$ cat config.mk
export PLATFORM = sky130hd
export DESIGN_NAME = adcg_regs
export DESIGN_NICKNAME = d
export VERILOG_FILES = /design/src/rtl/adcg_pkg.sv /design/src/rtl/adcg_regs.sv /design/src/rtl/adcg_sync.sv /design/src/rtl/adcg_scan.sv
export SDC_FILE = /design/constraint.sdc
export NUM_CORES = 1
export LEC_CHECK = 0
export BUFFER_PORTS_ARGS = -buffer_cell sky130_fd_sc_hd__buf_2
export CAP_MARGIN = 20
export CORE_MARGIN = 10
export CORE_UTILIZATION = 50
export CTS_BUF_LIST = sky130_fd_sc_hd__clkbuf_8
export DETAILED_ROUTE_END_ITERATION = 16
export PLACE_DENSITY = 0.71
export SLEW_MARGIN = 25
export SYNTH_ARGS = -nofsm -noshare
export SYNTH_HDL_FRONTEND = slang
export SYNTH_HIERARCHICAL = 1
export SYNTH_SLANG_ARGS = --single-unit
export TNS_END_PERCENT = 5
$ cat constraint.sdc
create_clock -name ref_clk_in -period 5.3 [get_ports ref_clk_in]
set_clock_uncertainty 0.2 [all_clocks]
set_input_delay 0.795 -clock ref_clk_in [delete_from_list [all_inputs] [get_ports ref_clk_in]]
set_output_delay 0.795 -clock ref_clk_in [all_outputs]
set_load 0.05 [all_outputs]
$ cat src/rtl/adcg_pkg.sv
// Summary of operation
// - 3-bit averaging ratio, none up to 128
// - bit 4 picks high-speed or low-power oscillator
// - 4-bit sample-rate divider, resets to 0100b
// - per channel: analog input or digital pin
// - per pin direction: input or output
// - per output drive: open-drain or push-pull
// - outputs drive their output-level bit, open-drain ones only when it is low
// - input register reads live pin levels
// - scan go starts/stops ascending auto scan
// - scan policy manual, auto, on-the-fly, reserved; on-the-fly offers no channel here, like reserved
// - manual converts fixed channel number, top bit reserved
// - auto scan includes only masked channels
// - scan active flag shows sequence in progress
package adcg_pkg;

    // ****************************************
    // register offsets
    // ****************************************
    localparam logic [7:0] ADDR_STATUS = 8'h00;
    localparam logic [7:0] ADDR_AVG = 8'h03;
    localparam logic [7:0] ADDR_OSC = 8'h04;
    localparam logic [7:0] ADDR_FUNC = 8'h05;
    localparam logic [7:0] ADDR_DIR = 8'h07;
    localparam logic [7:0] ADDR_DRIVE = 8'h09;
    localparam logic [7:0] ADDR_LEVEL = 8'h0B;
    localparam logic [7:0] ADDR_INPUT = 8'h0D;
    localparam logic [7:0] ADDR_SCAN = 8'h10;
    localparam logic [7:0] ADDR_FIXED = 8'h11;
    localparam logic [7:0] ADDR_MASK = 8'h12;

    // ****************************************
    // field positions
    // ****************************************
    localparam int AVG_LSB = 0;
    localparam int OSC_POS = 4;
    localparam int DIV_LSB = 0;
    localparam int GO_POS = 4;
    localparam int POLICY_LSB = 0;
    localparam int FIXED_LSB = 0;
    localparam int ACTIVE_POS = 6;
    localparam int STATUS_ONE_POS = 7;

    // ****************************************
    // types
    // ****************************************
    typedef enum logic [1:0] {
        POL_MANUAL,
        POL_AUTO,
        POL_FLY,
        POL_RSVD
    } adcg_policy_t;

    typedef struct packed {
        logic wr;
        logic rd;
        logic [7:0] addr;
        logic [7:0] wdata;
    } adcg_req_t;

    typedef struct packed {
        logic [2:0] avg;
        logic osc;
        logic [3:0] div;
        logic [7:0] func;
        logic [7:0] dir;
        logic [7:0] drive;
        logic [7:0] level;
        logic go;
        adcg_policy_t policy;
        logic [3:0] fixed;
        logic [7:0] mask;
    } adcg_cfg_t;

    typedef struct packed {
        adcg_cfg_t cfg;
        logic [7:0] pin_out;
        logic [7:0] pin_oe;
        logic [7:0] rdata;
        logic rvalid;
    } adcg_regs_t;

    typedef struct packed {
        logic active;
        logic valid;
        logic [2:0] ch;
    } adcg_scan_t;

    typedef struct packed {
        logic [7:0] s1;
        logic [7:0] s2;
    } adcg_sync_t;

    // ****************************************
    // reset values
    // ****************************************
    localparam logic [2:0] RST_AVG = 3'h0;
    localparam logic RST_OSC = 1'b0;
    localparam logic [3:0] RST_DIV = 4'h4;
    localparam logic [7:0] RST_BYTE = 8'h00;
    localparam logic [3:0] RST_FIXED = 4'h0;
    localparam adcg_cfg_t CFG_RST = '{avg: RST_AVG, osc: RST_OSC, div: RST_DIV,
        func: RST_BYTE, dir: RST_BYTE, drive: RST_BYTE, level: RST_BYTE, go: 1'b0,
        policy: POL_MANUAL, fixed: RST_FIXED, mask: RST_BYTE};

endpackage

$ cat src/rtl/adcg_regs.sv
`timescale 1ns/1ps
module adcg_regs (
    input wire logic ref_clk_in,
    input wire logic rst_b_in,
    input wire adcg_pkg::adcg_req_t reg_req_in,
    output logic [7:0] reg_rdata_out,
    output logic reg_rvalid_out,
    input wire logic [7:0] pin_in,
    output logic [7:0] pin_out,
    output logic [7:0] pin_oe_out,
    output logic [2:0] averaging_ratio_out,
    output logic oscillator_choice_out,
    output logic [3:0] sample_div_out,
    output logic [7:0] analog_input_pin_out,
    input wire logic conv_done_in,
    output logic [2:0] conv_channel_out,
    output logic conv_valid_out,
    output logic scan_active_flag_out
);

    // ****************************************
    // state and helpers
    // ****************************************
    adcg_pkg::adcg_regs_t st_ff;
    adcg_pkg::adcg_regs_t nxt_st;
    logic [7:0] input_level_bits;
    logic [7:0] digital_output_pin;
    logic scan_active_flag;

    // ****************************************
    // pin input synchroniser
    // ****************************************
    adcg_sync u_sync (
        .ref_clk_in(ref_clk_in),
        .rst_b_in(rst_b_in),
        .pin_in(pin_in),
        .pin_sync_out(input_level_bits)
    );

    // ****************************************
    // channel sequencer
    // ****************************************
    adcg_scan u_scan (
        .ref_clk_in(ref_clk_in),
        .rst_b_in(rst_b_in),
        .policy_in(st_ff.cfg.policy),
        .go_in(st_ff.cfg.go),
        .mask_in(st_ff.cfg.mask),
        .fixed_in(st_ff.cfg.fixed),
        .analog_in(~st_ff.cfg.func),
        .conv_done_in(conv_done_in),
        .conv_channel_out(conv_channel_out),
        .conv_valid_out(conv_valid_out),
        .scan_active_out(scan_active_flag)
    );

    // ****************************************
    // register access and pin drive
    // ****************************************

    // output only where channel is digital and direction is out
    assign digital_output_pin = st_ff.cfg.func & st_ff.cfg.dir;

    // writes, read mux and pin drive
    always_comb begin
        nxt_st = st_ff;
        nxt_st.rvalid = reg_req_in.rd;
        nxt_st.rdata = 8'h00;
        if (reg_req_in.wr) begin
            case (reg_req_in.addr)
                adcg_pkg::ADDR_AVG: begin
                    nxt_st.cfg.avg = reg_req_in.wdata[adcg_pkg::AVG_LSB +: 3];
                end
                adcg_pkg::ADDR_OSC: begin
                    nxt_st.cfg.osc = reg_req_in.wdata[adcg_pkg::OSC_POS];
                    nxt_st.cfg.div = reg_req_in.wdata[adcg_pkg::DIV_LSB +: 4];
                end
                adcg_pkg::ADDR_FUNC: begin
                    nxt_st.cfg.func = reg_req_in.wdata;
                end
                adcg_pkg::ADDR_DIR: begin
                    nxt_st.cfg.dir = reg_req_in.wdata;
                end
                adcg_pkg::ADDR_DRIVE: begin
                    nxt_st.cfg.drive = reg_req_in.wdata;
                end
                adcg_pkg::ADDR_LEVEL: begin
                    nxt_st.cfg.level = reg_req_in.wdata;
                end
                adcg_pkg::ADDR_SCAN: begin
                    nxt_st.cfg.go = reg_req_in.wdata[adcg_pkg::GO_POS];
                    nxt_st.cfg.policy = adcg_pkg::adcg_policy_t'(
                        reg_req_in.wdata[adcg_pkg::POLICY_LSB +: 2]);
                end
                adcg_pkg::ADDR_FIXED: begin
                    nxt_st.cfg.fixed = reg_req_in.wdata[adcg_pkg::FIXED_LSB +: 4];
                end
                adcg_pkg::ADDR_MASK: begin
                    nxt_st.cfg.mask = reg_req_in.wdata;
                end
                default: begin
                    nxt_st.cfg = st_ff.cfg; // read-only or unmapped: ignored
                end
            endcase
        end
        if (reg_req_in.rd) begin
            // reserved positions stay zero
            case (reg_req_in.addr)
                adcg_pkg::ADDR_STATUS: begin
                    nxt_st.rdata[adcg_pkg::STATUS_ONE_POS] = 1'b1;
                    nxt_st.rdata[adcg_pkg::ACTIVE_POS] = scan_active_flag;
                end
                adcg_pkg::ADDR_AVG: begin
                    nxt_st.rdata[adcg_pkg::AVG_LSB +: 3] = st_ff.cfg.avg;
                end
                adcg_pkg::ADDR_OSC: begin
                    nxt_st.rdata[adcg_pkg::OSC_POS] = st_ff.cfg.osc;
                    nxt_st.rdata[adcg_pkg::DIV_LSB +: 4] = st_ff.cfg.div;
                end
                adcg_pkg::ADDR_FUNC: begin
                    nxt_st.rdata = st_ff.cfg.func;
                end
                adcg_pkg::ADDR_DIR: begin
                    nxt_st.rdata = st_ff.cfg.dir;
                end
                adcg_pkg::ADDR_DRIVE: begin
                    nxt_st.rdata = st_ff.cfg.drive;
                end
                adcg_pkg::ADDR_LEVEL: begin
                    nxt_st.rdata = st_ff.cfg.level;
                end
                adcg_pkg::ADDR_INPUT: begin
                    nxt_st.rdata = input_level_bits;
                end
                adcg_pkg::ADDR_SCAN: begin
                    nxt_st.rdata[adcg_pkg::GO_POS] = st_ff.cfg.go;
                    nxt_st.rdata[adcg_pkg::POLICY_LSB +: 2] = st_ff.cfg.policy;
                end
                adcg_pkg::ADDR_FIXED: begin
                    nxt_st.rdata[adcg_pkg::FIXED_LSB +: 4] = st_ff.cfg.fixed;
                end
                adcg_pkg::ADDR_MASK: begin
                    nxt_st.rdata = st_ff.cfg.mask;
                end
                default: begin
                    nxt_st.rdata = 8'h00; // unmapped reads zero
                end
            endcase
        end
        // push-pull drives both levels, open-drain only pulls low
        nxt_st.pin_oe = digital_output_pin & (st_ff.cfg.drive | ~st_ff.cfg.level);
        nxt_st.pin_out = digital_output_pin & st_ff.cfg.drive & st_ff.cfg.level;
    end

    // state register
    always_ff @(posedge ref_clk_in or negedge rst_b_in) begin
        if (!rst_b_in) begin
            st_ff <= '{cfg: adcg_pkg::CFG_RST, pin_out: 8'h00, pin_oe: 8'h00,
                rdata: 8'h00, rvalid: 1'b0};
        end else begin
            st_ff <= nxt_st;
        end
    end

    // ****************************************
    // outputs
    // ****************************************
    assign reg_rdata_out = st_ff.rdata;
    assign reg_rvalid_out = st_ff.rvalid;
    assign pin_out = st_ff.pin_out;
    assign pin_oe_out = st_ff.pin_oe;
    assign averaging_ratio_out = st_ff.cfg.avg;
    assign oscillator_choice_out = st_ff.cfg.osc;
    assign sample_div_out = st_ff.cfg.div;
    assign analog_input_pin_out = ~st_ff.cfg.func;
    assign scan_active_flag_out = scan_active_flag;
endmodule

$ cat src/rtl/adcg_sync.sv
`timescale 1ns/1ps
module adcg_sync (
    input wire logic ref_clk_in,
    input wire logic rst_b_in,
    input wire logic [7:0] pin_in,
    output logic [7:0] pin_sync_out
);

    // ****************************************
    // two-stage pin synchroniser
    // ****************************************
    adcg_pkg::adcg_sync_t st_ff;
    adcg_pkg::adcg_sync_t nxt_st;

    // first stage feeds only the second
    always_comb begin
        nxt_st = st_ff;
        nxt_st.s1 = pin_in;
        nxt_st.s2 = st_ff.s1;
    end

    // state register
    always_ff @(posedge ref_clk_in or negedge rst_b_in) begin
        if (!rst_b_in) begin
            st_ff <= '0;
        end else begin
            st_ff <= nxt_st;
        end
    end

    assign pin_sync_out = st_ff.s2;

endmodule

$ cat src/rtl/adcg_scan.sv
`timescale 1ns/1ps
module adcg_scan (
    input wire logic ref_clk_in,
    input wire logic rst_b_in,
    input wire adcg_pkg::adcg_policy_t policy_in,
    input wire logic go_in,
    input wire logic [7:0] mask_in,
    input wire logic [3:0] fixed_in,
    input wire logic [7:0] analog_in,
    input wire logic conv_done_in,
    output logic [2:0] conv_channel_out,
    output logic conv_valid_out,
    output logic scan_active_out
);

    // ****************************************
    // channel sequencer
    // ****************************************
    adcg_pkg::adcg_scan_t st_ff;
    adcg_pkg::adcg_scan_t nxt_st;
    logic [7:0] avail;
    logic [7:0] avail_q;

    // next enabled channel above from, wrapping
    function automatic logic [2:0] next_ch(input logic [7:0] av, input logic [2:0] from);
        logic [2:0] idx;
        logic [2:0] res;
        res = from;
        for (int k = 8; k >= 1; k--) begin
            idx = from + 3'(k);
            if (av[idx]) begin
                res = idx;
            end
        end
        return res;
    endfunction

    assign avail = mask_in & analog_in;

    // sequencing decisions per policy
    always_comb begin
        nxt_st = st_ff;
        if (policy_in == adcg_pkg::POL_AUTO && go_in && avail != 8'h00) begin
            nxt_st.valid = 1'b1;
            nxt_st.active = 1'b1;
            if (!st_ff.active) begin
                nxt_st.ch = next_ch(avail, 3'h7); // ascending from lowest
            end else if (conv_done_in || !avail[st_ff.ch]) begin
                nxt_st.ch = next_ch(avail, st_ff.ch);
            end
        end else begin
            nxt_st.active = 1'b0;
            nxt_st.ch = fixed_in[2:0];
            nxt_st.valid = (policy_in == adcg_pkg::POL_MANUAL) && !fixed_in[3];
        end
    end

    // state register
    always_ff @(posedge ref_clk_in or negedge rst_b_in) begin
        if (!rst_b_in) begin
            st_ff <= '0;
        end else begin
            st_ff <= nxt_st;
        end
    end

    // helper copy for checks
    always_ff @(posedge ref_clk_in or negedge rst_b_in) begin
        if (!rst_b_in) begin
            avail_q <= 8'h00;
        end else begin
            avail_q <= avail;
        end
    end

    assign conv_channel_out = st_ff.ch;
    assign conv_valid_out = st_ff.valid;
    assign scan_active_out = st_ff.active;
endmodule

==> results of run 1 <==
## sequential cells by signal, summed over array words and instances (netlist names), 3 cells and up
name,cells
u_sync/nxt_st,8
st_ff,47
u_sync/pin_sync_out,8
pin_out,8
averaging_ratio_out,3
sample_div_out,4
pin_oe_out,8
u_scan/conv_channel_out,3
reg_rdata_out,8
## cell usage after synthesis (2+ instances only)
library cell  number  area [um2]
a22o_1             4       35.03
mux2i_1           11       110.1
a21boi_0           2       15.01
dfrtp_1          100        2502
buf_1              3       11.26
nor3_1             8       40.04
buf_4             32       240.2
nor4_1             3       18.77
mux2_2            58       653.1
clkbuf_1           6       22.52
o221ai_1           3       26.28
a22oi_1            6       45.04
o21ai_1            7       35.03
buf_6              3       33.78
or3b_1             2       17.52
and2_1             9       56.30
nand2_1           43       161.4
and3_1             4       25.02
o2bb2ai_1          3       26.28
a31oi_1           11       68.82
nand3_4            2       35.03
or3_1              3       18.77
a32oi_1            5       43.79
nand2_2            2       12.51
nand3_1           16       80.08
inv_1             27       101.4
mux4_2             9       202.7
a21o_1             2       15.01
nand3b_1           5       37.54
nor2_1            22       82.58
a211oi_1           6       45.04
nor2b_1            5       31.28
nand3_2            2       20.02
a21oi_1           20       100.1
o21ai_0           13       65.06
o2111ai_1          2       17.52
xnor2_1            2       17.52
and4_1             2       17.52
ha_1               2       25.02
buf_2              3       15.01
o22ai_1            2       12.51
a211o_1            2       17.52
nor2_2             3       18.77
nand2b_1           4       25.02
## metrics by stage
stage | instances | cell area (um2)
5_1_grt | 692 | 5966
3_3_place_gp | 676 | 5767
3_5_place_dp | 676 | 5767
4_1_cts | 692 | 5966
6_report | 692 | 5966
2_1_floorplan | 508 | 5534
## where the power goes
group	total, mW	internal, mW	switching (mW)
sequential	0.830	0.799	0.0307
clock	0.490	0.220	0.270
combinational	0.218	0.0754	0.143
## per-layer routing
layer	GRT usage [%]	vias up	wire [um]
li1	-	1903	-
met1	25.03	2117	6435
met2	29.53	162	7117
met3	3.718	20	891
met4	6.098	0	204
met5	0	-	0
## cell families (layout without fill, tap and decap cells)
group	Yosys count	in the layout	synth area share, %
compound gates	101	101	12.46
simple gates	144	144	14.49
flops	101	101	45.69
fa+ha+maj	2	2	0.4521
mux	80	80	18.13
xor+xnor	4	4	0.9723
buf+inv	76	120	7.800
## area by class of cell
cell class              count  area (um2)
flip-flops and latches    101        2529
multi-input cells         331        2574
repair buffers             75       380.4
inverters                  29       108.9
well taps                 140       175.2
clock inverters             7       75.07
fillers                   968        4875
clock buffers               9       123.9
## worst paths after layout
| check | slack [ns] | end |
|---|---|---|
| min in group asynchronous | 0.20 | pin_oe_out[4]$_DFF_PN0_ |
| max | 2.06 | u_scan/conv_channel_out[0]$_DFFE_PN0P_ |
| max reg2reg | 2.06 | u_scan/conv_channel_out[0]$_DFFE_PN0P_ |
| min | 0.16 | u_sync/pin_sync_out[7]$_DFF_PN0_ |
| min reg2reg | 0.16 | u_sync/pin_sync_out[7]$_DFF_PN0_ |
| max in group asynchronous | 3.59 | st_ff[33]$_DFFE_PN0P_ |
==> summary.md, run 1 <==
| Metric | Value |
|---|---|
| EDFF count, synth | 0 |
| Worst path bufs/invs | 1 |
| FF-to-FF Start | u_scan/conv_channel_out[0]$_DFFE_PN0P_ |
| H-tree Lvls | 3 |
| FMAX | 308.9 MHz |
| Ys flop type | dfrtp_1 |
| Antenna Violating Nets Remaining | 0 |
| Setup WS post-layout | 2.063 ns |
| Final hold slack | 0.1602 ns |
| Nets@finish | 578 |
| VDD IR max | 0.0001653 V |
| Hold Path Depth | 0 |
| Post-CTS Setup Inserts | 0 |
| Pleak | 2.724 nW |
| Syn_nets | 539 |
| Mapped Cells | 508 |
| Post-synthesis sequential area ratio | 45.69% |
| Post-CTS sizing | 0 |
| Site row count | 38 |
| Pwr Total | 1.538 mW |
| Post-CTS Hold Buffers | 0 |
| Yosys cell types | 73 |
| Share of cells above drive strength 1 | 32.25% |
| Router iterations before antenna repair | 5 |
| Slew at the pin closest to its max-slew limit | 0.8333 ns |
| Critical path class | reg -> reg |
| CP max stage cell | dfrtp_1 |
| Final setup vio count | 0 |
| Longest Clk Path Bufs | 2 |
| Port bufs | 74 |
| Pwr/cell area | 257.7 nW/um2 |
| Worst-path clk slew | 0.09 ns |
| Iter 0 DRT Violations | 601 |
| Total CTS buffers | 9 |
| WP data required | 5.36 ns |
| Max-cap violations | 0 |
| R2R cell count | 8 |
| Root buf cell | clkbuf_8 |
| Most frequent cells in the layout | dfrtp_1, buf_2, mux2_2 |
| Critical path startpoint | u_scan/conv_channel_out[0]$_DFFE_PN0P_ |
| Die Height | 125.2 um |
| Pre-CTS worst setup slack | 2.005 ns |
| Synth async-reset ratio | 100.0% |
| Syn Std Cell Area | 5534 um2 |
| CP peak stage delay | 0.89 ns |
| DRT Wirelength | 14.65 mm |
| WP depth | 8 |
| Overflow after GRT | 0 |
| WP data arrival | 3.30 ns |
| Tmin final | 3.237 ns |
| Largest net degree at the start of global routing | 60 |
| Starting Density | 51.05% |
| Initial antenna violation count | 0 |
| Post-DR wirelength/cell | 21.17 um |
| Final Max Tran Viols | 0 |
| RSZ-0062 raised after global routing | no |
| Die area | 15680 um2 |
| Tightest Hold Check Type | reg -> reg |
| Outcome | finished clean |
| Vias | 4202 |
| Setup crit start kind | flop |
| Residual DRC count | 0 |
| Core Region | 10840 um2 |
| Diodes inserted | 0 |
| Die X | 125.2 um |
| Setup tns final | 0 ns |
| Crit-path leading delay family | compound AO/OA/AOI/OAI gates |
| GRT Total Usage | 18.64% |
| YS warnings | 6 |
| Hold_sp | u_sync/nxt_st[7]$_DFF_PN0_ |
| Max transition margin | 44.44% |
| Vias per cell | 6.072 |
| HPWL after DPL | 11.08 mm |
| Synth Register Bits | 101 |
| CP Cell Sequence | inv_2 > ha_1 > nor2_1 > a22o_1 > a21oi_1 > o221ai_1 > a211o_1 > o21a_1 |
| Crit path capture type | flop |
| Ports | 75 |
| Insertion delay to the later sink of the worst-skew pair | 0.37 ns |
| First-pass GRT wire length | 23.69 mm |
| Syn avg cell area | 10.89 um2 |
| Period utilization | 61.07% |
| Vias in the first global route | 4214 |
| Layout area overhead | 7.800% |
| Final Hold Vio Count | 0 |
| CTS tree | yes |
| CP max FO | 25 |
| Final Util | 55.03% |
| Commonest non-fill, non-tap cell in the layout | dfrtp_1 |
| Clock Sink Count | 101 |
| Placer Congestion | 0.9606 |
(Power assumes the default switching activity.)
==> inputs of run 2 (changes only) <==
--- a/config.mk
+++ b/config.mk
@@ -5,6 +5,7 @@
 export SDC_FILE = /design/constraint.sdc
 export NUM_CORES = 1
 export LEC_CHECK = 0
+export ABC_AREA = 1
 export BUFFER_PORTS_ARGS = -buffer_cell sky130_fd_sc_hd__buf_2
 export CAP_MARGIN = 20
 export CORE_MARGIN = 10
==> constraint.sdc (replaced) <==
create_clock -name ref_clk_in -period 3.1 [get_ports ref_clk_in]
set_clock_uncertainty 0.2 [all_clocks]
set_input_delay 0.465 -clock ref_clk_in [delete_from_list [all_inputs] [get_ports ref_clk_in]]
set_output_delay 0.465 -clock ref_clk_in [all_outputs]
set_load 0.05 [all_outputs]
==> summary.md, run 2 <==
| Metric | Value |
|---|---|
| Insertion delay to the later sink of the worst-skew pair | 0.37 ns (about the same) |
| RSZ-0062 raised after global routing | no (unchanged) |
| R2R cell count | 11 (was 8) |
| Final Hold Vio Count | 0 (unchanged) |
| Die X | 122.8 um (was 125.2 um) |
| Area share of xor/xnor cells in the synthesized design | 0.8051% (was 0.9722%) |
| Worst-path clk slew | 0.10 ns (was 0.09 ns) |
| CP Cell Sequence | inv_2 > ha_1 > inv_1 > nand3_1 > nand3_1 > nand2_4 > nor3_2 > nand2_1 > nand3_1 > a21oi_1 > a21oi_1 (was inv_2 > ha_1 > nor2_1 > a22o_1 > a21oi_1 > o221ai_1 > a211o_1 > o21a_1) |
| Tightest Hold Check Type | in -> reg (was reg -> reg) |
| Top reg by flops | st_ff (unchanged) |
| Diodes inserted | 0 (unchanged) |
| Antenna Violating Nets Remaining | 0 (unchanged) |
| Syn_nets | 667 (was 539) |
| GRT Total Usage | 18.72% (was 18.64%) |
| Die area | 15080 um2 (was 15680 um2) |
| Syn avg cell area | 8.308 um2 (was 10.89 um2) |
| H-tree Lvls | 3 (unchanged) |
| Slew at the pin closest to its max-slew limit | 0.6197 ns (was 0.8333 ns) |
| Post-synthesis sequential area ratio | 47.86% (was 45.69%) |
| Max reg flops | 47 (unchanged) |
| Core Region | 10320 um2 (was 10840 um2) |
| CP max stage cell | dfrtp_1 (unchanged) |
| Initial antenna violation count | 0 (unchanged) |
| Flop-to-flop setup slack | 0.76 ns (was 2.06 ns) |
| CP peak stage delay | 0.40 ns (was 0.89 ns) |
| WHS Endpoint | reg_rvalid_out$_DFF_PN0_ (was u_sync/pin_sync_out[7]$_DFF_PN0_) |
| Layout area overhead | 10.82% (was 7.800%) |
| Final Max Tran Viols | 0 (unchanged) |
| Largest net degree at the start of global routing | 57 (was 60) |
| Root buf cell | clkbuf_8 (unchanged) |
| Synth Area in Adders | 0.4736% (was 0.4522%) |
| Ys flop type | dfrtp_1 (unchanged) |
| Critical path class | reg -> reg (unchanged) |
| Placer Congestion | 0.8666 (was 0.9606) |
| Final setup vio count | 0 (unchanged) |
| Nets@finish | 722 (was 578) |
| Largest cells by area after synthesis | dfrtp_1, nand2_1, nand3_1, buf_4, inv_1 (was dfrtp_1, mux2_2, buf_4, mux4_2, nand2_1) |
| Max transition margin | 58.69% (was 44.44%) |
| Vias in the first global route | 4354 (was 4214) |
| Port bufs | 74 (unchanged) |
| EDFF count, synth | 0 (unchanged) |
| Setup tns final | 0 ns (unchanged) |
| CTS tree | yes (unchanged) |
| Count leader, synth | nand2_1 (was dfrtp_1) |
| Overflow after GRT | 0 (unchanged) |
| Commonest non-fill, non-tap cell in the layout | nand2_1 (was dfrtp_1) |
| Vias per cell | 5.272 (was 6.072) |
| Hold Path Depth | 1 (was 0) |
| Router iterations before antenna repair | 5 (unchanged) |
| Synth Register Bits | 101 (unchanged) |
| Compound-Gate Fraction of Synth Area | 11.44% (was 12.46%) |
| Multiplexer share of the synthesized area | 0% (was 18.13%) |
| Final Non-Filler Cells | 832 (was 692) |
| YS warnings | 6 (unchanged) |
| Outcome | finished clean (unchanged) |
| HPWL after DPL | 10.42 mm (was 11.08 mm) |
| Post-CTS sizing | 0 (unchanged) |
| Setup crit start kind | flop (unchanged) |
| Pwr/cell area | 503.2 nW/um2 (was 257.7 nW/um2) |
| Vias | 4386 (was 4202) |
| FF-to-FF Start | u_scan/conv_channel_out[0]$_DFFE_PN0P_ (unchanged) |
| Pleak | 2.958 nW (was 2.724 nW) |
| Crit path top cell by count | nand3_1 |
| CP max FO | 9 (was 25) |
| Post-CTS Hold Buffers | 9 (was 0) |
| Mapped Cells | 636 (was 508) |
| Longest Clk Path Bufs | 2 (unchanged) |
| Starting Density | 51.18% (was 51.05%) |
| Synth top area share | 47.36% (was 45.22%) |
| Placed cells | 807 (was 676) |
| Max-cap violations | 0 (unchanged) |
| Die Height | 122.8 um (was 125.2 um) |
| Syn Std Cell Area | 5284 um2 (was 5534 um2) |
| WP data arrival | 2.44 ns (was 3.30 ns) |
| VDD IR max | 0.0003486 V (was 0.0001653 V) |
| Share of cells above drive strength 1 | 20.83% (was 32.25%) |
| WP data required | 3.20 ns (was 5.36 ns) |
| Yosys cell types | 36 (was 73) |
| Finished layout cell area | 5856 um2 (was 5966 um2) |
| Placed instance area | 5538 um2 (was 5767 um2) |
| Post-DR wirelength/cell | 16.30 um (was 21.17 um) |
| Hold_sp | reg_req_in[16] (was u_sync/nxt_st[7]$_DFF_PN0_) |
| Crit path capture type | flop (unchanged) |
| Ports | 75 (unchanged) |
| Site row count | 37 (was 38) |
| Synth Area in Simple Gates | 27.54% (was 14.49%) |
| Period utilization | 75.63% (was 61.07%) |
| Most frequent cells in the layout | nand2_1, dfrtp_1, nand3_1 (was dfrtp_1, buf_2, mux2_2) |
| Final Util | 56.72% (was 55.03%) |
| Final hold slack | 0.03930 ns (was 0.1602 ns) |
| Iter 0 DRT Violations | 398 (was 601) |
| DRT Wirelength | 13.57 mm (was 14.65 mm) |
| First-pass GRT wire length | 22.30 mm (was 23.69 mm) |
| Area leader, netlist | dfrtp_1 (unchanged) |
| Residual DRC count | 0 (unchanged) |
| Tmin final | 2.344 ns (was 3.237 ns) |
| R2R Path End | u_scan/conv_channel_out[1]$_DFFE_PN0P_ (was u_scan/conv_channel_out[0]$_DFFE_PN0P_) |
| Clock Sink Count | 101 (unchanged) |
| Synth async-reset ratio | 100.0% (unchanged) |
| Post-synth top cells | nand2_1, dfrtp_1, nand3_1, inv_1, o21ai_0 (was dfrtp_1, mux2_2, nand2_1, buf_4, inv_1) |
| Main combinational cell family by area after synthesis | simple AND/OR/NAND/NOR gates (was multiplexers) |
| Total CTS buffers | 9 (unchanged) |
| FMAX | 426.5 MHz (was 308.9 MHz) |
| Post-CTS Setup Inserts | 0 (unchanged) |
## run 2: changes by cell type in the layout (fill, tap and decap cells not counted), moves of 26 or more
cell | previous run | this run
nand3_1 | 16 | 79
inv_1 | 28 | 70
nand2_1 | 43 | 132
o21ai_1 | 7 | 33
mux2_2 | 58 | 0
o21ai_0 | 13 | 42
## run 2: where the power goes
part	internal, mW	leakage [nW]	switching (mW)
sequential	1.38	1.25	0.0515
clock	0.469	0.119	0.490
combinational	0.170	1.59	0.382
total	2.02	2.96	0.924
## run 2: layout make-up
type	count	area, um2
clock buffer	9	123.9
clock inverter	7	103.9
fill	968	4468
inverter	75	281.5
multi-input combinational	415	2127
sequential	101	2529
tap	136	170.2
timing repair buffer	89	520.5
## run 2: worst max path at each step
stage	from	to	cells after the start
after floorplan	u_scan/conv_channel_out[1]$_DFFE_PN0P_	u_scan/conv_channel_out[1]$_DFFE_PN0P_	15
after global placement	u_scan/conv_channel_out[0]$_DFFE_PN0P_	u_scan/conv_channel_out[1]$_DFFE_PN0P_	11
after detailed placement	u_scan/conv_channel_out[0]$_DFFE_PN0P_	u_scan/conv_channel_out[1]$_DFFE_PN0P_	11
after CTS	u_scan/conv_channel_out[0]$_DFFE_PN0P_	u_scan/conv_channel_out[1]$_DFFE_PN0P_	11
after global routing	u_scan/conv_channel_out[0]$_DFFE_PN0P_	u_scan/conv_channel_out[0]$_DFFE_PN0P_	13
final	u_scan/conv_channel_out[0]$_DFFE_PN0P_	u_scan/conv_channel_out[1]$_DFFE_PN0P_	11
## run 2: kinds of logic after synthesis
group,count (synthesis)
xor gates and xnor gates,4
and+or+nand+nor,297
DFF,101
adders and majority gates,2
buffers and inverters,120
AOI/OAI and AO/OA,112
## run 2: per-layer routing
layer | share of wire [%] | vias up | global-route usage (%)
met3 | 7.9 | 10 | 4.408
met4 | 1.1 | 0 | 5.965
li1 | - | 2141 | -
met1 | 44 | 2064 | 25.13
met5 | 0 | - | 0
met2 | 47 | 171 | 29.28
## run 2: through the flow
step	total power, mW	setup WS (ns)
CTS	2.968	0.7397
global route	3.089	0.5305
finish	2.947	0.7556
floorplan	1.849	0.4777
global placement	1.998	0.8198
detailed placement	2.005	0.7747
## run 2: worst max-delay path: cells and delay by family (launching register included)
kind | cells | cell delay, ns
adders and majority gates | 1 | 0.34
DFF | 1 | 0.40
buffers and inverters | 2 | 0.30
and+or+nand+nor | 6 | 0.78
AOI/OAI and AO/OA | 2 | 0.24
==> inputs of run 3 (changes only) <==
==> constraint.sdc (replaced) <==
create_clock -name ref_clk_in -period 2.4 [get_ports ref_clk_in]
set_clock_uncertainty 0.2 [all_clocks]
set_input_delay 0.36 -clock ref_clk_in [delete_from_list [all_inputs] [get_ports ref_clk_in]]
set_output_delay 0.36 -clock ref_clk_in [all_outputs]
set_load 0.05 [all_outputs]
==> summary.md, run 3 (synthesized netlist as in run 2, its figures left out) <==
| Metric | Value |
|---|---|
| Starting Density | 51.18% (unchanged) |
| Tmin final | 2.223 ns (was 2.344 ns) |
| Max-cap violations | 0 (unchanged) |
| RSZ-0062 raised after global routing | no (unchanged) |
| Crit-path leading delay family | simple AND/OR/NAND/NOR gates (unchanged) |
| H-tree Lvls | 3 (unchanged) |
| Period utilization | 92.64% (was 75.63%) |
| Pleak | 2.969 nW (was 2.958 nW) |
| Share of cells above drive strength 1 | 22.79% (was 20.83%) |
| Final setup vio count | 0 (unchanged) |
| Switch share | 33.20% (was 31.34%) |
| WP data required | 2.46 ns (was 3.20 ns) |
| Max transition margin | 68.56% (was 58.69%) |
| Die Height | 122.8 um (unchanged) |
| CP peak stage delay | 0.41 ns (was 0.40 ns) |
| Initial antenna violation count | 0 (unchanged) |
| Placer Congestion | 0.9073 (was 0.8666) |
| Total CTS buffers | 9 (unchanged) |
| Pwr/cell area | 618.8 nW/um2 (was 503.2 nW/um2) |
| Worst path bufs/invs | 3 (was 2) |
| Finished layout cell area | 5932 um2 (was 5856 um2) |
| Layout area overhead | 12.27% (was 10.82%) |
| Overflow after GRT | 0 (unchanged) |
| VDD IR max | 0.0003267 V (was 0.0003486 V) |
| Outcome | finished clean (unchanged) |
| Commonest non-fill, non-tap cell in the layout | nand2_1 (unchanged) |
| Final Max Tran Viols | 0 (unchanged) |
| Iter 0 DRT Violations | 402 (was 398) |
| Pint | 2.452 mW (was 2.023 mW) |
| P_sw | 1.219 mW (was 923.5 uW) |
| Site row count | 37 (unchanged) |
| Post-DR wirelength/cell | 16.22 um (was 16.30 um) |
| Diodes inserted | 0 (unchanged) |
| Core Region | 10320 um2 (unchanged) |
| Setup tns final | 0 ns (unchanged) |
| WP data arrival | 2.28 ns (was 2.44 ns) |
| Root buf cell | clkbuf_8 (unchanged) |
| Vias in the first global route | 4466 (was 4354) |
| Seq. cell area | 2531 um2 (was 2529 um2) |
| Clk network pwr share | 29.0% (was 32.5%) |
| Clock Sink Count | 101 (unchanged) |
| Final Hold Vio Count | 0 (unchanged) |
| Nets@finish | 728 (was 722) |
| Tightest Hold Check Type | in -> reg (unchanged) |
| Placed instance area | 5588 um2 (was 5538 um2) |
| Port bufs | 74 (unchanged) |
| CP Cell Sequence | buf_4 > ha_4 > xor2_4 > inv_2 > nand3_1 > nand2_2 > inv_1 > nand4_1 > nand2_1 > o21ai_1 > o21ai_1 > nand2_1 > o21ai_1 (was inv_2 > ha_1 > inv_1 > nand3_1 > nand3_1 > nand2_4 > nor3_2 > nand2_1 > nand3_1 > a21oi_1 > a21oi_1) |
| Residual DRC count | 0 (unchanged) |
| CTS tree | yes (unchanged) |
| CP max stage cell | dfrtp_2 (was dfrtp_1) |
| Antenna Violating Nets Remaining | 0 (unchanged) |
| Multi-input logic area | 2188 um2 (was 2127 um2) |
| Post-CTS Setup Inserts | 0 (unchanged) |
| Largest net degree at the start of global routing | 47 (was 57) |
| Slew at the pin closest to its max-slew limit | 0.4716 ns (was 0.6197 ns) |
| Most frequent cells in the layout | nand2_1, dfrtp_1, nand3_1 (unchanged) |
| HPWL after DPL | 10.44 mm (was 10.42 mm) |
| Comb pwr share | 20.4% (was 18.8%) |
| Top reg by flops | st_ff (unchanged) |
| DRT Wirelength | 13.59 mm (was 13.57 mm) |
| CP max FO | 10 (was 9) |
| Fillers | 954 (was 968) |
| Die area | 15080 um2 (unchanged) |
| Setup crit start kind | flop (unchanged) |
| Flop-to-flop setup slack | 0.18 ns (was 0.76 ns) |
| Longest Clk Path Bufs | 2 (unchanged) |
| Seq pwr share | 50.6% (was 48.7%) |
| Critical path class | reg -> reg (unchanged) |
| Worst-path clk slew | 0.10 ns (about the same) |
| Crit path top cell by count | o21ai_1 (was nand3_1) |
| Die X | 122.8 um (unchanged) |
| Hold Path Depth | 3 (was 1) |
| Ports | 75 (unchanged) |
| WP depth | 13 (was 11) |
| Vias per cell | 5.289 (was 5.272) |
| Crit path capture type | flop (unchanged) |
| First-pass GRT wire length | 22.43 mm (was 22.30 mm) |
| Router iterations before antenna repair | 4 (was 5) |
| R2R cell count | 13 (was 11) |
| GRT Total Usage | 18.79% (was 18.72%) |
| Insertion delay to the later sink of the worst-skew pair | 0.37 ns (about the same) |
| FMAX | 449.8 MHz (was 426.5 MHz) |
| Vias | 4432 (was 4386) |
| Max reg flops | 47 (unchanged) |
[run 3: path summary, 6_finish.rpt]
| kind | from | to |
|---|---|---|
| worst max-delay path | u_scan/conv_channel_out[1]$_DFFE_PN0P_ | u_scan/conv_channel_out[0]$_DFFE_PN0P_ |
| worst min-delay path | reg_req_in[0] | st_ff[48]$_DFFE_PN0P_ |
| worst max register to register | u_scan/conv_channel_out[1]$_DFFE_PN0P_ | u_scan/conv_channel_out[0]$_DFFE_PN0P_ |
| worst min register to register | u_sync/nxt_st[2]$_DFF_PN0_ | u_sync/pin_sync_out[2]$_DFF_PN0_ |
| max in group asynchronous | rst_b_in | st_ff[45]$_DFFE_PN0P_ |
| min in group asynchronous | rst_b_in | u_sync/nxt_st[2]$_DFF_PN0_ |
[run 3: cell type report]
type	count	share of cell area [%]
sequential	101	42.67
multi-input combinational	415	36.89
timing repair buffer	95	9.576
inverter	75	4.788
tap	136	2.869
clock buffer	10	2.320
clock inverter	6	0.8859
[run 3: metrics by stage]
step                      hold slack, ns  utilization, %  setup slack, ns  std cells  total power, mW
final                            0.02151           57.46           0.1766        838            3.671
after global routing             0.04504           57.46         0.007103        838            3.854
after CTS                        0.01542           56.94           0.1188        838            3.664
after detailed placement          0.1312           54.13           0.1450        812            2.603
after global placement            0.1182           54.13           0.1644        812            2.590
after floorplan                  -0.1356               -          0.01191        636            2.397
[run 3: tightest hold or removal path: stages]
cell and delay (ns):
buf_2 0.10, nand2_1 0.05, o21ai_0 0.06
[run 3: per-layer routing]
layer,part of all wire [%],vias to the layer above,track usage [%]
met1,44,2101,24.63
li1,-,2155,-
met4,2.3,0,6.922
met5,0,-,0
met3,7.3,26,4.729
met2,46,150,29.45
[run 3: power by group through the flow]
stage | Combinational [mW] | Sequential (mW) | Clock, mW
after floorplan | 0.498 | 1.90 | 0
after global placement | 0.706 | 1.88 | 0
after detailed placement | 0.716 | 1.89 | 0
after CTS | 0.730 | 1.85 | 1.08
after global routing | 0.838 | 1.87 | 1.15
final | 0.750 | 1.86 | 1.06
[run 3: what timing repair did]
action / 4_1_cts / 5_1_grt
resized for setup: 0 / 9
endpoints found under the hold margin: 38 / 0
endpoints found under the setup margin: 0 / 3
hold buffers: 10 / 0
